`config.mk`:
```
export PLATFORM = sky130hd
export DESIGN_NAME = fsr_readback
export DESIGN_NICKNAME = d
export VERILOG_FILES = /design/src/common/fsr_pkg.sv /design/src/design/fsr_tach_period.sv /design/src/design/fsr_readback.sv
export SDC_FILE = /design/constraint.sdc
export NUM_CORES = 1
export LEC_CHECK = 0
export BUFFER_PORTS_ARGS = -buffer_cell sky130_fd_sc_hd__buf_2
export CORE_UTILIZATION = 60
export DETAILED_ROUTE_END_ITERATION = 12
export PLACE_DENSITY = 0.79
export SLEW_MARGIN = 20
export SYNTH_ARGS = -nofsm -noshare
export SYNTH_HDL_FRONTEND = slang
export SYNTH_SLANG_ARGS = --single-unit
```
`constraint.sdc`:
```
create_clock -name clk_i -period 2.25 [get_ports clk_i]
set_input_delay 0.45 -clock clk_i [delete_from_list [all_inputs] [get_ports clk_i]]
set_output_delay 0.45 -clock clk_i [all_outputs]
set_load 0.02 [all_outputs]
```
`src/common/fsr_pkg.sv`:
```
/*
  Constants, register map and state type for the fan speed readback block.
  Assumes a 10 MHz system clock and tachometer inputs synchronous to it.
*/
package fsr_pkg;

  // ==========================================================
  // Timing
  localparam int unsigned CLK_HZ   = 10_000_000;
  localparam int unsigned REF_HZ   = 100_000;
  localparam int unsigned TICK_DIV = CLK_HZ / REF_HZ;
  localparam logic [6:0]  TICK_LAST = 7'(TICK_DIV - 1);
  localparam logic [6:0]  TICK_ZERO = 7'h00;
  localparam logic [6:0]  TICK_ONE  = 7'h01;

  // ==========================================================
  // Register map (byte offsets)
  localparam logic [7:0] ADDR_APPLIED_DUTY_CYCLE = 8'h51;
  localparam logic [7:0] ADDR_FAN1_PERIOD_HIGH   = 8'h52;
  localparam logic [7:0] ADDR_FAN1_PERIOD_LOW    = 8'h53;
  localparam logic [7:0] ADDR_FAN2_PERIOD_HIGH   = 8'h54;
  localparam logic [7:0] ADDR_FAN2_PERIOD_LOW    = 8'h55;
  localparam logic [7:0] REG_RESET               = 8'h00;
  localparam logic [7:0] REG_UNMAPPED            = 8'h00;

  // ==========================================================
  // Period count layout
  localparam int unsigned COUNT_W   = 16;
  localparam int unsigned HIGH_LSB  = 8;
  localparam logic [15:0] COUNT_MAX  = 16'hFFFF;
  localparam logic [15:0] COUNT_ZERO = 16'h0000;
  localparam logic [15:0] COUNT_ONE  = 16'h0001;

  // ==========================================================
  // Period measurement state
  typedef enum logic [0:0] {
    FSR_WAIT_EDGE = 1'b0,
    FSR_MEASURE   = 1'b1
  } fsr_meas_t;

endpackage

```
`src/design/fsr_tach_period.sv`:
```
/*
  Period meter for one tachometer input, counted in reference ticks.
  Assumes tick_i is a one-cycle pulse at the reference rate and tach_i
  is synchronous to clk_i.
*/
`timescale 1ns/1ps
`default_nettype none
module fsr_tach_period (
  // Clock and reset
  input  wire logic                        clk_i,
  input  wire logic                        rstn_i,
  // Time base and fan input
  input  wire logic                        tick_i,
  input  wire logic                        tach_i,
  // Last measured period
  output logic [fsr_pkg::COUNT_W-1:0]      period_o
);
  import fsr_pkg::*;

  fsr_meas_t    state_r;
  fsr_meas_t    state_nxt;
  logic         tach_q_r;
  logic         rise;
  logic [15:0]  count_r;
  logic [15:0]  count_nxt;
  logic [15:0]  period_r;
  logic [15:0]  period_nxt;

  // ==========================================================
  // Next-state: tick counter between rising edges
  assign rise = tach_i & ~tach_q_r;

  always_comb begin
    state_nxt  = state_r;
    count_nxt  = count_r;
    period_nxt = period_r;
    case (state_r)
      FSR_WAIT_EDGE: begin
        // First edge only starts the count
        if (rise) begin
          state_nxt = FSR_MEASURE;
          // Count a tick on the start edge, as later edges do
          count_nxt = tick_i ? COUNT_ONE : COUNT_ZERO;
        end
      end
      FSR_MEASURE: begin
        if (rise) begin
          period_nxt = count_r;
          count_nxt  = tick_i ? COUNT_ONE : COUNT_ZERO;
        end else if (count_r == COUNT_MAX) begin
          period_nxt = COUNT_MAX; // Stalled fan reads full scale
        end else if (tick_i) begin
          count_nxt = count_r + COUNT_ONE;
        end
      end
      default: state_nxt = FSR_WAIT_EDGE;
    endcase
  end

  // Registers
  always_ff @(posedge clk_i) begin
    if (!rstn_i) begin
      state_r  <= FSR_WAIT_EDGE;
      tach_q_r <= 1'b0;
      count_r  <= COUNT_ZERO;
      period_r <= COUNT_ZERO;
    end else begin
      state_r  <= state_nxt;
      tach_q_r <= tach_i;
      count_r  <= count_nxt;
      period_r <= period_nxt;
    end
  end

  assign period_o = period_r;

  // ==========================================================
  // Checks
  a_period_capture: assert property (
    @(posedge clk_i) disable iff (!rstn_i)
    (rise && state_r == FSR_MEASURE) |=> (period_r == $past(count_r)))
    else $error("period not captured from tick count on edge");

endmodule
`default_nettype wire

```
`src/design/fsr_readback.sv`:
```
/*
  Fan speed readback: applied duty register and two tachometer period
  counts, read by the host over a simple byte read port.
  Assumes duty_applied_i is the duty actually driven to the fan and all
  inputs are synchronous to the 10 MHz clock.
*/
// What this block does
// - Mirror applied fan duty, even during failure
// - Show fan one period count bits fifteen-eight
// - Show fan one period count bits seven-zero
// - Show fan two period count bits fifteen-eight
// - Count periods in 100 kHz reference ticks
// - Show fan two period count bits seven-zero
`timescale 1ns/1ps
`default_nettype none
module fsr_readback (
  // Clock and reset
  input  wire logic        clk_i,
  input  wire logic        rstn_i,
  // Fan side
  input  wire logic [7:0]  duty_applied_i,
  input  wire logic        fan1_speed_pulse_input_i,
  input  wire logic        fan2_speed_pulse_input_i,
  // Host register read port
  input  wire logic        reg_rd_i,
  input  wire logic [7:0]  reg_addr_i,
  output logic [7:0]       reg_rdata_o,
  output logic             reg_rvalid_o
);
  import fsr_pkg::*;

  logic [6:0]   div_r;
  logic [6:0]   div_nxt;
  logic         tick;
  logic [15:0]  fan1_period;
  logic [15:0]  fan2_period;
  logic [7:0]   applied_duty_cycle_r;
  logic [7:0]   fan1_shadow_low_r;
  logic [7:0]   fan1_shadow_low_nxt;
  logic [7:0]   fan2_shadow_low_r;
  logic [7:0]   fan2_shadow_low_nxt;
  logic         fan1_lock_r;
  logic         fan1_lock_nxt;
  logic         fan2_lock_r;
  logic         fan2_lock_nxt;
  logic [7:0]   rdata_r;
  logic [7:0]   rdata_nxt;
  logic         rvalid_r;
  logic         rvalid_nxt;

  // ==========================================================
  // Reference time base
  // Divider yields a one-cycle tick at the reference rate
  always_comb begin
    div_nxt = (div_r == TICK_LAST) ? TICK_ZERO : div_r + TICK_ONE;
  end

  always_ff @(posedge clk_i) begin
    if (!rstn_i) begin
      div_r <= TICK_ZERO;
    end else begin
      div_r <= div_nxt;
    end
  end

  assign tick = (div_r == TICK_LAST);

  // ==========================================================
  // Period meters
  fsr_tach_period u_fan1 (
    .clk_i    (clk_i),
    .rstn_i   (rstn_i),
    .tick_i   (tick),
    .tach_i   (fan1_speed_pulse_input_i),
    .period_o (fan1_period)
  );

  fsr_tach_period u_fan2 (
    .clk_i    (clk_i),
    .rstn_i   (rstn_i),
    .tick_i   (tick),
    .tach_i   (fan2_speed_pulse_input_i),
    .period_o (fan2_period)
  );

  // ==========================================================
  // Applied duty mirror, sampled every cycle with no gating
  always_ff @(posedge clk_i) begin
    if (!rstn_i) begin
      applied_duty_cycle_r <= REG_RESET;
    end else begin
      applied_duty_cycle_r <= duty_applied_i;
    end
  end

  // ==========================================================
  // Register read decode
  // High byte read freezes the matching low byte until it is read
  always_comb begin
    rdata_nxt           = rdata_r;
    rvalid_nxt          = 1'b0;
    fan1_lock_nxt       = fan1_lock_r;
    fan2_lock_nxt       = fan2_lock_r;
    fan1_shadow_low_nxt = fan1_shadow_low_r;
    fan2_shadow_low_nxt = fan2_shadow_low_r;
    if (reg_rd_i) begin
      rvalid_nxt = 1'b1;
      case (reg_addr_i)
        ADDR_APPLIED_DUTY_CYCLE: begin
          rdata_nxt = applied_duty_cycle_r;
        end
        ADDR_FAN1_PERIOD_HIGH: begin
          rdata_nxt           = fan1_period[COUNT_W-1:HIGH_LSB];
          fan1_shadow_low_nxt = fan1_period[HIGH_LSB-1:0];
          fan1_lock_nxt       = 1'b1;
        end
        ADDR_FAN1_PERIOD_LOW: begin
          rdata_nxt     = fan1_lock_r ? fan1_shadow_low_r : fan1_period[HIGH_LSB-1:0];
          fan1_lock_nxt = 1'b0;
        end
        ADDR_FAN2_PERIOD_HIGH: begin
          rdata_nxt           = fan2_period[COUNT_W-1:HIGH_LSB];
          fan2_shadow_low_nxt = fan2_period[HIGH_LSB-1:0];
          fan2_lock_nxt       = 1'b1;
        end
        ADDR_FAN2_PERIOD_LOW: begin
          rdata_nxt     = fan2_lock_r ? fan2_shadow_low_r : fan2_period[HIGH_LSB-1:0];
          fan2_lock_nxt = 1'b0;
        end
        default: begin
          rdata_nxt = REG_UNMAPPED;
        end
      endcase
    end
  end

  // Registers
  always_ff @(posedge clk_i) begin
    if (!rstn_i) begin
      rdata_r           <= REG_RESET;
      rvalid_r          <= 1'b0;
      fan1_lock_r       <= 1'b0;
      fan2_lock_r       <= 1'b0;
      fan1_shadow_low_r <= REG_RESET;
      fan2_shadow_low_r <= REG_RESET;
    end else begin
      rdata_r           <= rdata_nxt;
      rvalid_r          <= rvalid_nxt;
      fan1_lock_r       <= fan1_lock_nxt;
      fan2_lock_r       <= fan2_lock_nxt;
      fan1_shadow_low_r <= fan1_shadow_low_nxt;
      fan2_shadow_low_r <= fan2_shadow_low_nxt;
    end
  end

  assign reg_rdata_o  = rdata_r;
  assign reg_rvalid_o = rvalid_r;

  // ==========================================================
  // Checks
  // Helper: cycles since the last tick
  logic [7:0] gap_r;
  always_ff @(posedge clk_i) begin
    if (!rstn_i) begin
      gap_r <= 8'h00;
    end else begin
      gap_r <= tick ? 8'h00 : gap_r + 8'h01;
    end
  end

  a_tick_spacing: assert property (
    @(posedge clk_i) disable iff (!rstn_i)
    (tick && $past(tick, 1) == 1'b0 && gap_r != 8'h00) |-> (gap_r == 8'(TICK_DIV - 1)))
    else $error("reference tick spacing wrong");

  a_duty_readback: assert property (
    @(posedge clk_i) disable iff (!rstn_i)
    (reg_rd_i && reg_addr_i == ADDR_APPLIED_DUTY_CYCLE) |=>
      (reg_rvalid_o && reg_rdata_o == $past(duty_applied_i, 2)))
    else $error("duty readback does not match applied duty");

  a_fan1_high: assert property (
    @(posedge clk_i) disable iff (!rstn_i)
    (reg_rd_i && reg_addr_i == ADDR_FAN1_PERIOD_HIGH) |=>
      (reg_rvalid_o && reg_rdata_o == $past(fan1_period[15:8])))
    else $error("fan one high byte wrong");

  a_fan1_low_live: assert property (
    @(posedge clk_i) disable iff (!rstn_i)
    (reg_rd_i && reg_addr_i == ADDR_FAN1_PERIOD_LOW && !fan1_lock_r) |=>
      (reg_rvalid_o && reg_rdata_o == $past(fan1_period[7:0])))
    else $error("fan one low byte wrong");

  a_fan2_high: assert property (
    @(posedge clk_i) disable iff (!rstn_i)
    (reg_rd_i && reg_addr_i == ADDR_FAN2_PERIOD_HIGH) |=>
      (reg_rvalid_o && reg_rdata_o == $past(fan2_period[15:8])))
    else $error("fan two high byte wrong");

  a_fan2_low_live: assert property (
    @(posedge clk_i) disable iff (!rstn_i)
    (reg_rd_i && reg_addr_i == ADDR_FAN2_PERIOD_LOW && !fan2_lock_r) |=>
      (reg_rvalid_o && reg_rdata_o == $past(fan2_period[7:0])))
    else $error("fan two low byte wrong");

  a_pair_coherent: assert property (
    @(posedge clk_i) disable iff (!rstn_i)
    (reg_rd_i && reg_addr_i == ADDR_FAN1_PERIOD_HIGH)
      ##1 (!reg_rd_i)[*1]
      ##1 (reg_rd_i && reg_addr_i == ADDR_FAN1_PERIOD_LOW) |=>
      (reg_rdata_o == $past(fan1_period[7:0], 3)))
    else $error("fan one byte pair split across measurements");

endmodule
`default_nettype wire

```
# [Word-level counts from Yosys, hierarchy flattened]
# Index checks and enable logic that the tools add are counted.
# Widths: inputs -> output; s select.
[totals] word_cells=78 out_inout_bits=9 regBits=110 inputBits=21
[op_classes] bitwise_logic=7 add_sub_neg=3 n_reduce_logical=13 eq_ne=14 muxes=25
[op_table] op="$mux 16" n=12
[op_table] op="$pmux 16 s2" n=2
[op_table] op="$eq 8x7->1 const B" n=5
[op_table] op="$pmux 8 s5" n=1
[op_table] op="$add 16x1->16 const B" n=2
[op_table] op="$eq 16x16->1 const B" n=2
[op_table] op="$mux 8" n=2
[op_table] op="$reduce_and 2->1" n=6
[op_table] op="$reduce_bool 2->1" n=4
[op_table] op="$add 7x1->7 const B" n=1
[op_table] op="$eq 7x7->1 const B" n=1
[op_table] op="$mux 1" n=6
[op_table] op="$ne 3x2->1 const B" n=2
[op_table] op="$ne 3x3->1 const B" n=2
[op_table] op="$reduce_and 3->1" n=2
[op_table] op="$not 1->1" n=5
[op_table] op="$ne 2x1->1 const B" n=2
[op_table] op="$pmux 1 s2" n=2
[op_table] op="$and 1x1->1" n=2
[op_table] op="$reduce_or 2->1" n=1

# [Depth between registers and ports, before layout]
[depth] word_depth=5 ltp_mapped=7

# [Hierarchy]
# A second synthesis with hierarchy kept.
[unflattened] cells_unflattened=499 area_unflattened_um2=4904.7
[modules_own_cells] mod="fsr_tach_period" n_inst=2 cells_each=146 area_per_inst_um2=1448.9 seq_area_each_um2=680.7
[modules_own_cells] mod="fsr_readback" n_inst=1 cells_each=207 area_per_inst_um2=2006.9 seq_area_each_um2=840.8

# [Worst setup path before layout]
# Ideal clock, no wire load.
[synth_path] path_kind="register to register" startpoint="register u_fan2.count_r[0]" endpoint="register u_fan2.period_r[10] (netlist: u_fan2.period_o[10])" stages_incl_launch_ff=7 path_slack_ns=0.335 setup_ns=0.059 period_less_slack_ns=1.915 path_buffers=1 t_arrival_ns=1.857 cell_sequence="dfxtp_1 -> ha_1 -> nand3_1 -> or4_1 -> a21boi_2 -> buf_4 -> o221a_2"
[synth_via] elab_chain_cells=3
[synth_lines] element="from (decl)" line_no="fsr_tach_period.sv:24" rtl="logic [15:0] count_r;"
[synth_lines] element="from (signal assigned)" line_no="fsr_tach_period.sv:70" rtl="count_r <= count_nxt;"
[synth_lines] element="$eq 16x16->1" line_no="fsr_tach_period.sv:50" rtl="end else if (count_r == COUNT_MAX) begin"
[synth_lines] element="$reduce_bool 2->1 (no line)"
[synth_lines] element="$reduce_and 2->1 (no line)"
[synth_lines] element="to (signal assigned)" line_no="fsr_tach_period.sv:71" rtl="period_r <= period_nxt;"
[synth_lines] element="to (decl)" line_no="fsr_tach_period.sv:26" rtl="logic [15:0] period_r;"
# No other way between the ends.
# A chain may end at the register's enable or synchronous reset.

# [Final worst setup path]
[layout_path] startpoint="register u_fan2.count_r[0]" endpoint="register u_fan2.period_r[14] (netlist: u_fan2.period_o[14])"
# The elaborated chain is that of the path after synthesis.

==> impl_results.rst <==
.. list-table::
   :header-rows: 1

   * - Metric
     - Value
   * - Die area
     - 8640 um^2
   * - Cell types occupying the most area after synthesis
     - dfxtp_1 (44%), o221a_2 (7.3%), mux2i_1 (6.5%), a21oi_1 (4.1%), or4_1 (3.2%)
   * - Initial antenna violation count
     - 0
   * - Commonest cells after routing, fill and taps aside
     - dfxtp_1 (110), a21oi_1 (41), mux2i_1 (32), o221a_2 (32), nand2_1 (31)
   * - Routed wire length
     - 11000 um
   * - Data required time at the worst endpoint
     - 2.57 ns
   * - Asr flop ratio synth
     - 0%
   * - Average instance area after synthesis
     - 9.40 um^2
   * - RSZ-0062 raised after global routing
     - no
   * - Number of different library cells in the post-synthesis netlist
     - 58
   * - Dpl hpwl
     - 7850 um
   * - Number of rows created at floorplan
     - 32
   * - Pin count of the biggest net entering global routing
     - 41
   * - LEAKAGE
     - 1.98 nW
   * - Post-synthesis sequential element count
     - 110
   * - Total power per unit cell area
     - 644 nW/um^2
   * - Period utilisation layout
     - 90.5%
   * - Most Crowded Layer GR
     - met2
   * - Max IR drop VDD
     - 0.467 mV
   * - Initial core utilization
     - 63.2%
   * - Capturing element type of the critical path
     - register
   * - EDFF count, synth
     - 0
   * - TritonCTS clock tree
     - yes
   * - Sequential area share after synthesis
     - 44.4%
   * - Arr. time, crit path
     - 2.36 ns
   * - Met1 usage in global routing
     - 37.5%
   * - Final Hold Violating Endpoints
     - 0
   * - Vias in the first global route
     - 3818
   * - Remaining routing DRC violations
     - 0
   * - Cells along the critical path
     - ha_1 -> nand3_1 -> or4_1 -> a21boi_2 -> buf_4 -> o221a_2
   * - Status
     - completed
   * - Dominant synthesized flop cell
     - dfxtp_1
   * - Setup skew after layout
     - 0.0122 ns
   * - Synthesized area
     - 4960 um^2
   * - Total inserted antenna cells
     - 0
   * - First-pass DRT Iterations
     - 6
   * - DR vias/cell
     - 6.33
   * - Total global-route track usage
     - 26.9%
   * - Number of hold buffers added after CTS
     - 0
   * - Final total power
     - 3.50 mW
   * - Aggregate global routing overflow
     - 0
   * - Routability-driven placement congestion ratio
     - 0.835
   * - Register-to-register path setup slack
     - 0.21 ns
   * - Number of H-tree branching levels
     - 3
   * - Die boundary width
     - 93.0 um
   * - Start-to-end type of the worst setup path
     - register to register
   * - Synthesized net count
     - 552
   * - Root Driver
     - clkbuf_8
   * - TritonCTS buffer count
     - 9
   * - Met3 usage
     - 4.35%
   * - Biggest area consumer among synthesized cells
     - dfxtp_1
   * - Type of element launching the critical path
     - register
   * - Count of clock tree sinks
     - 110
   * - Height of the die
     - 93.0 um
   * - Global Route met2 Usage
     - 42.2%
   * - Clock latency reported for the late side of the worst-skew pair
     - 0.38 ns
   * - Fin Setup TNS
     - 0 ns
   * - Min cycle time layout
     - 2.04 ns
   * - Max_slew headroom
     - 64.8%
   * - Actual transition at the worst max-transition pin
     - 0.526 ns
   * - Layout cells sized above 1
     - 19.4%
   * - Remaining antenna violation count after routing
     - 0
   * - Maximum fanout count along the critical path
     - 16
   * - Maximum root-to-sink buffer count
     - 2
   * - Floorplan core area
     - 7850 um^2
   * - Worst-path cell with the longest stage delay
     - or4_1
   * - DR vias
     - 4172
   * - Min-Delay Path Class
     - input port to register
   * - # Max-Cap Violations
     - 0
   * - Clock slew at the register clock pins of the worst setup and hold paths
     - 0.11 ns
   * - Largest stage delay on the critical path
     - 0.61 ns
   * - Port Buf Inserts
     - 29
   * - NumNets Final
     - 576
   * - Iter 0 DRT Violations
     - 256
   * - Number of top-level pins
     - 30
   * - First-pass GRT wire length
     - 18400 um
   * - Cell family with the largest share of critical-path delay
     - simple AND/OR/NAND/NOR gates
   * - Most frequent standard cell in the layout excluding fill and tap cells
     - dfxtp_1
   * - Synth top area share
     - 44.4%
   * - Post-synthesis to final-layout area growth
     - 9.53%
   * - Synth Warn #
     - 0
   * - Number of cells produced by synthesis
     - 528
   * - Buffers plus inverters on the worst setup path
     - 1
   * - Wirelength per Cell
     - 16.7 um
   * - Top achievable clock speed
     - 491 MHz
   * - Final count of negative-setup-slack endpoints
     - 0
   * - Count of final max-slew check failures
     - 0
through the flow:
stage	worst slack (ns)	hold slack, ns	instance area, um^2	util (%)	instances
after detailed placement	0.152	0.452	5230	66.6	643
after floorplan	0.335	0.413	4960	-	528
after CTS	0.141	0.263	5440	69.3	659
after global routing	0.0879	0.269	5440	69.3	659
final	0.214	0.274	5440	69.3	659
after global placement	0.223	0.426	5230	66.6	643
routing by layer:
metal | wire, um | share of wire [%]
met1 | 5280 | 48
met2 | 5000 | 45
met3 | 566 | 5.1
met4 | 174 | 1.6
met5 | 0 | 0
worst register-to-register path, cell delays in order (launching register included):
cell and delay, ns:
dfxtp_1 0.43, ha_1 0.25, nand3_1 0.11, or4_1 0.61
a21boi_2 0.16, buf_4 0.21, o221a_2 0.22
state kept, by name, summed over array words and instances, names as in the netlist:
| register | cells |
|---|---|
| reg_rvalid_o | 1 |
| reg_rdata_o | 8 |
| div_r | 7 |
| fan2_shadow_low_r | 8 |
| u_fan2.state_r | 1 |
| fan1_lock_r | 1 |
| applied_duty_cycle_r | 8 |
| fan2_lock_r | 1 |
| u_fan2.tach_q_r | 1 |
| u_fan1.tach_q_r | 1 |
| u_fan2.count_r | 16 |
| u_fan2.period_o | 16 |
| u_fan1.count_r | 16 |
| u_fan1.period_o | 16 |
| u_fan1.state_r | 1 |
| fan1_shadow_low_r | 8 |
cells in the mapped netlist (8+ instances only):
cell type,instances
and4_1,11
clkbuf_1,27
nand2_1,31
mux2i_1,32
dfxtp_1,110
and2_1,12
o221a_2,32
a211oi_1,8
or4_1,21
and3_1,13
o21ai_0,19
a21oi_1,41
nand4_1,12
nor2_1,30
o31ai_1,18
nand3_1,18
inv_1,10
kinds of logic (layout without fill, tap and decap cells):
group           count (synthesis)  in the layout  share of synthesized area [%]
buf+inv                        46             75                           3.91
xor+xnor                        5              5                          0.882
fa+ha+maj                       3              3                          0.756
compound gates                149            149                           22.2
simple gates                  183            183                           21.4
mux                            32             32                           6.45
flops                         110            110                           44.4
timing repair:
item                       4_1_cts  5_1_grt
buffers inserted                 0        0
gates resized for setup          0        1
setup endpoints to repair        0       13
area by class of cell:
class | instances | area [um^2]
multi-input combinational | 372 | 2570
inverter | 10 | 37.5
tap | 102 | 128
sequential | 110 | 2200
clock inverter | 7 | 81.3
fill | 645 | 2410
timing repair buffer | 49 | 295
clock buffer | 9 | 124
power breakdown:
part / switching [mW] / internal (mW) / leakage (nW) / total, mW
combinational: 0.130 / 0.0941 / 0.976 / 0.225
sequential: 0.0384 / 2.00 / 0.894 / 2.04
clock: 0.707 / 0.533 / 0.106 / 1.24
path summary, 6_finish.rpt:
check	from	end	cells past startpoint
worst max register to register	u_fan2.count_r[0]	u_fan2.period_o[14]	6
worst min register to register	div_r[0]	div_r[0]	1
worst min-delay path	duty_applied_i[2]	applied_duty_cycle_r[2]	2
worst max-delay path	u_fan2.count_r[0]	u_fan2.period_o[14]	6
Note: power is estimated with default switching activity, not from simulation.
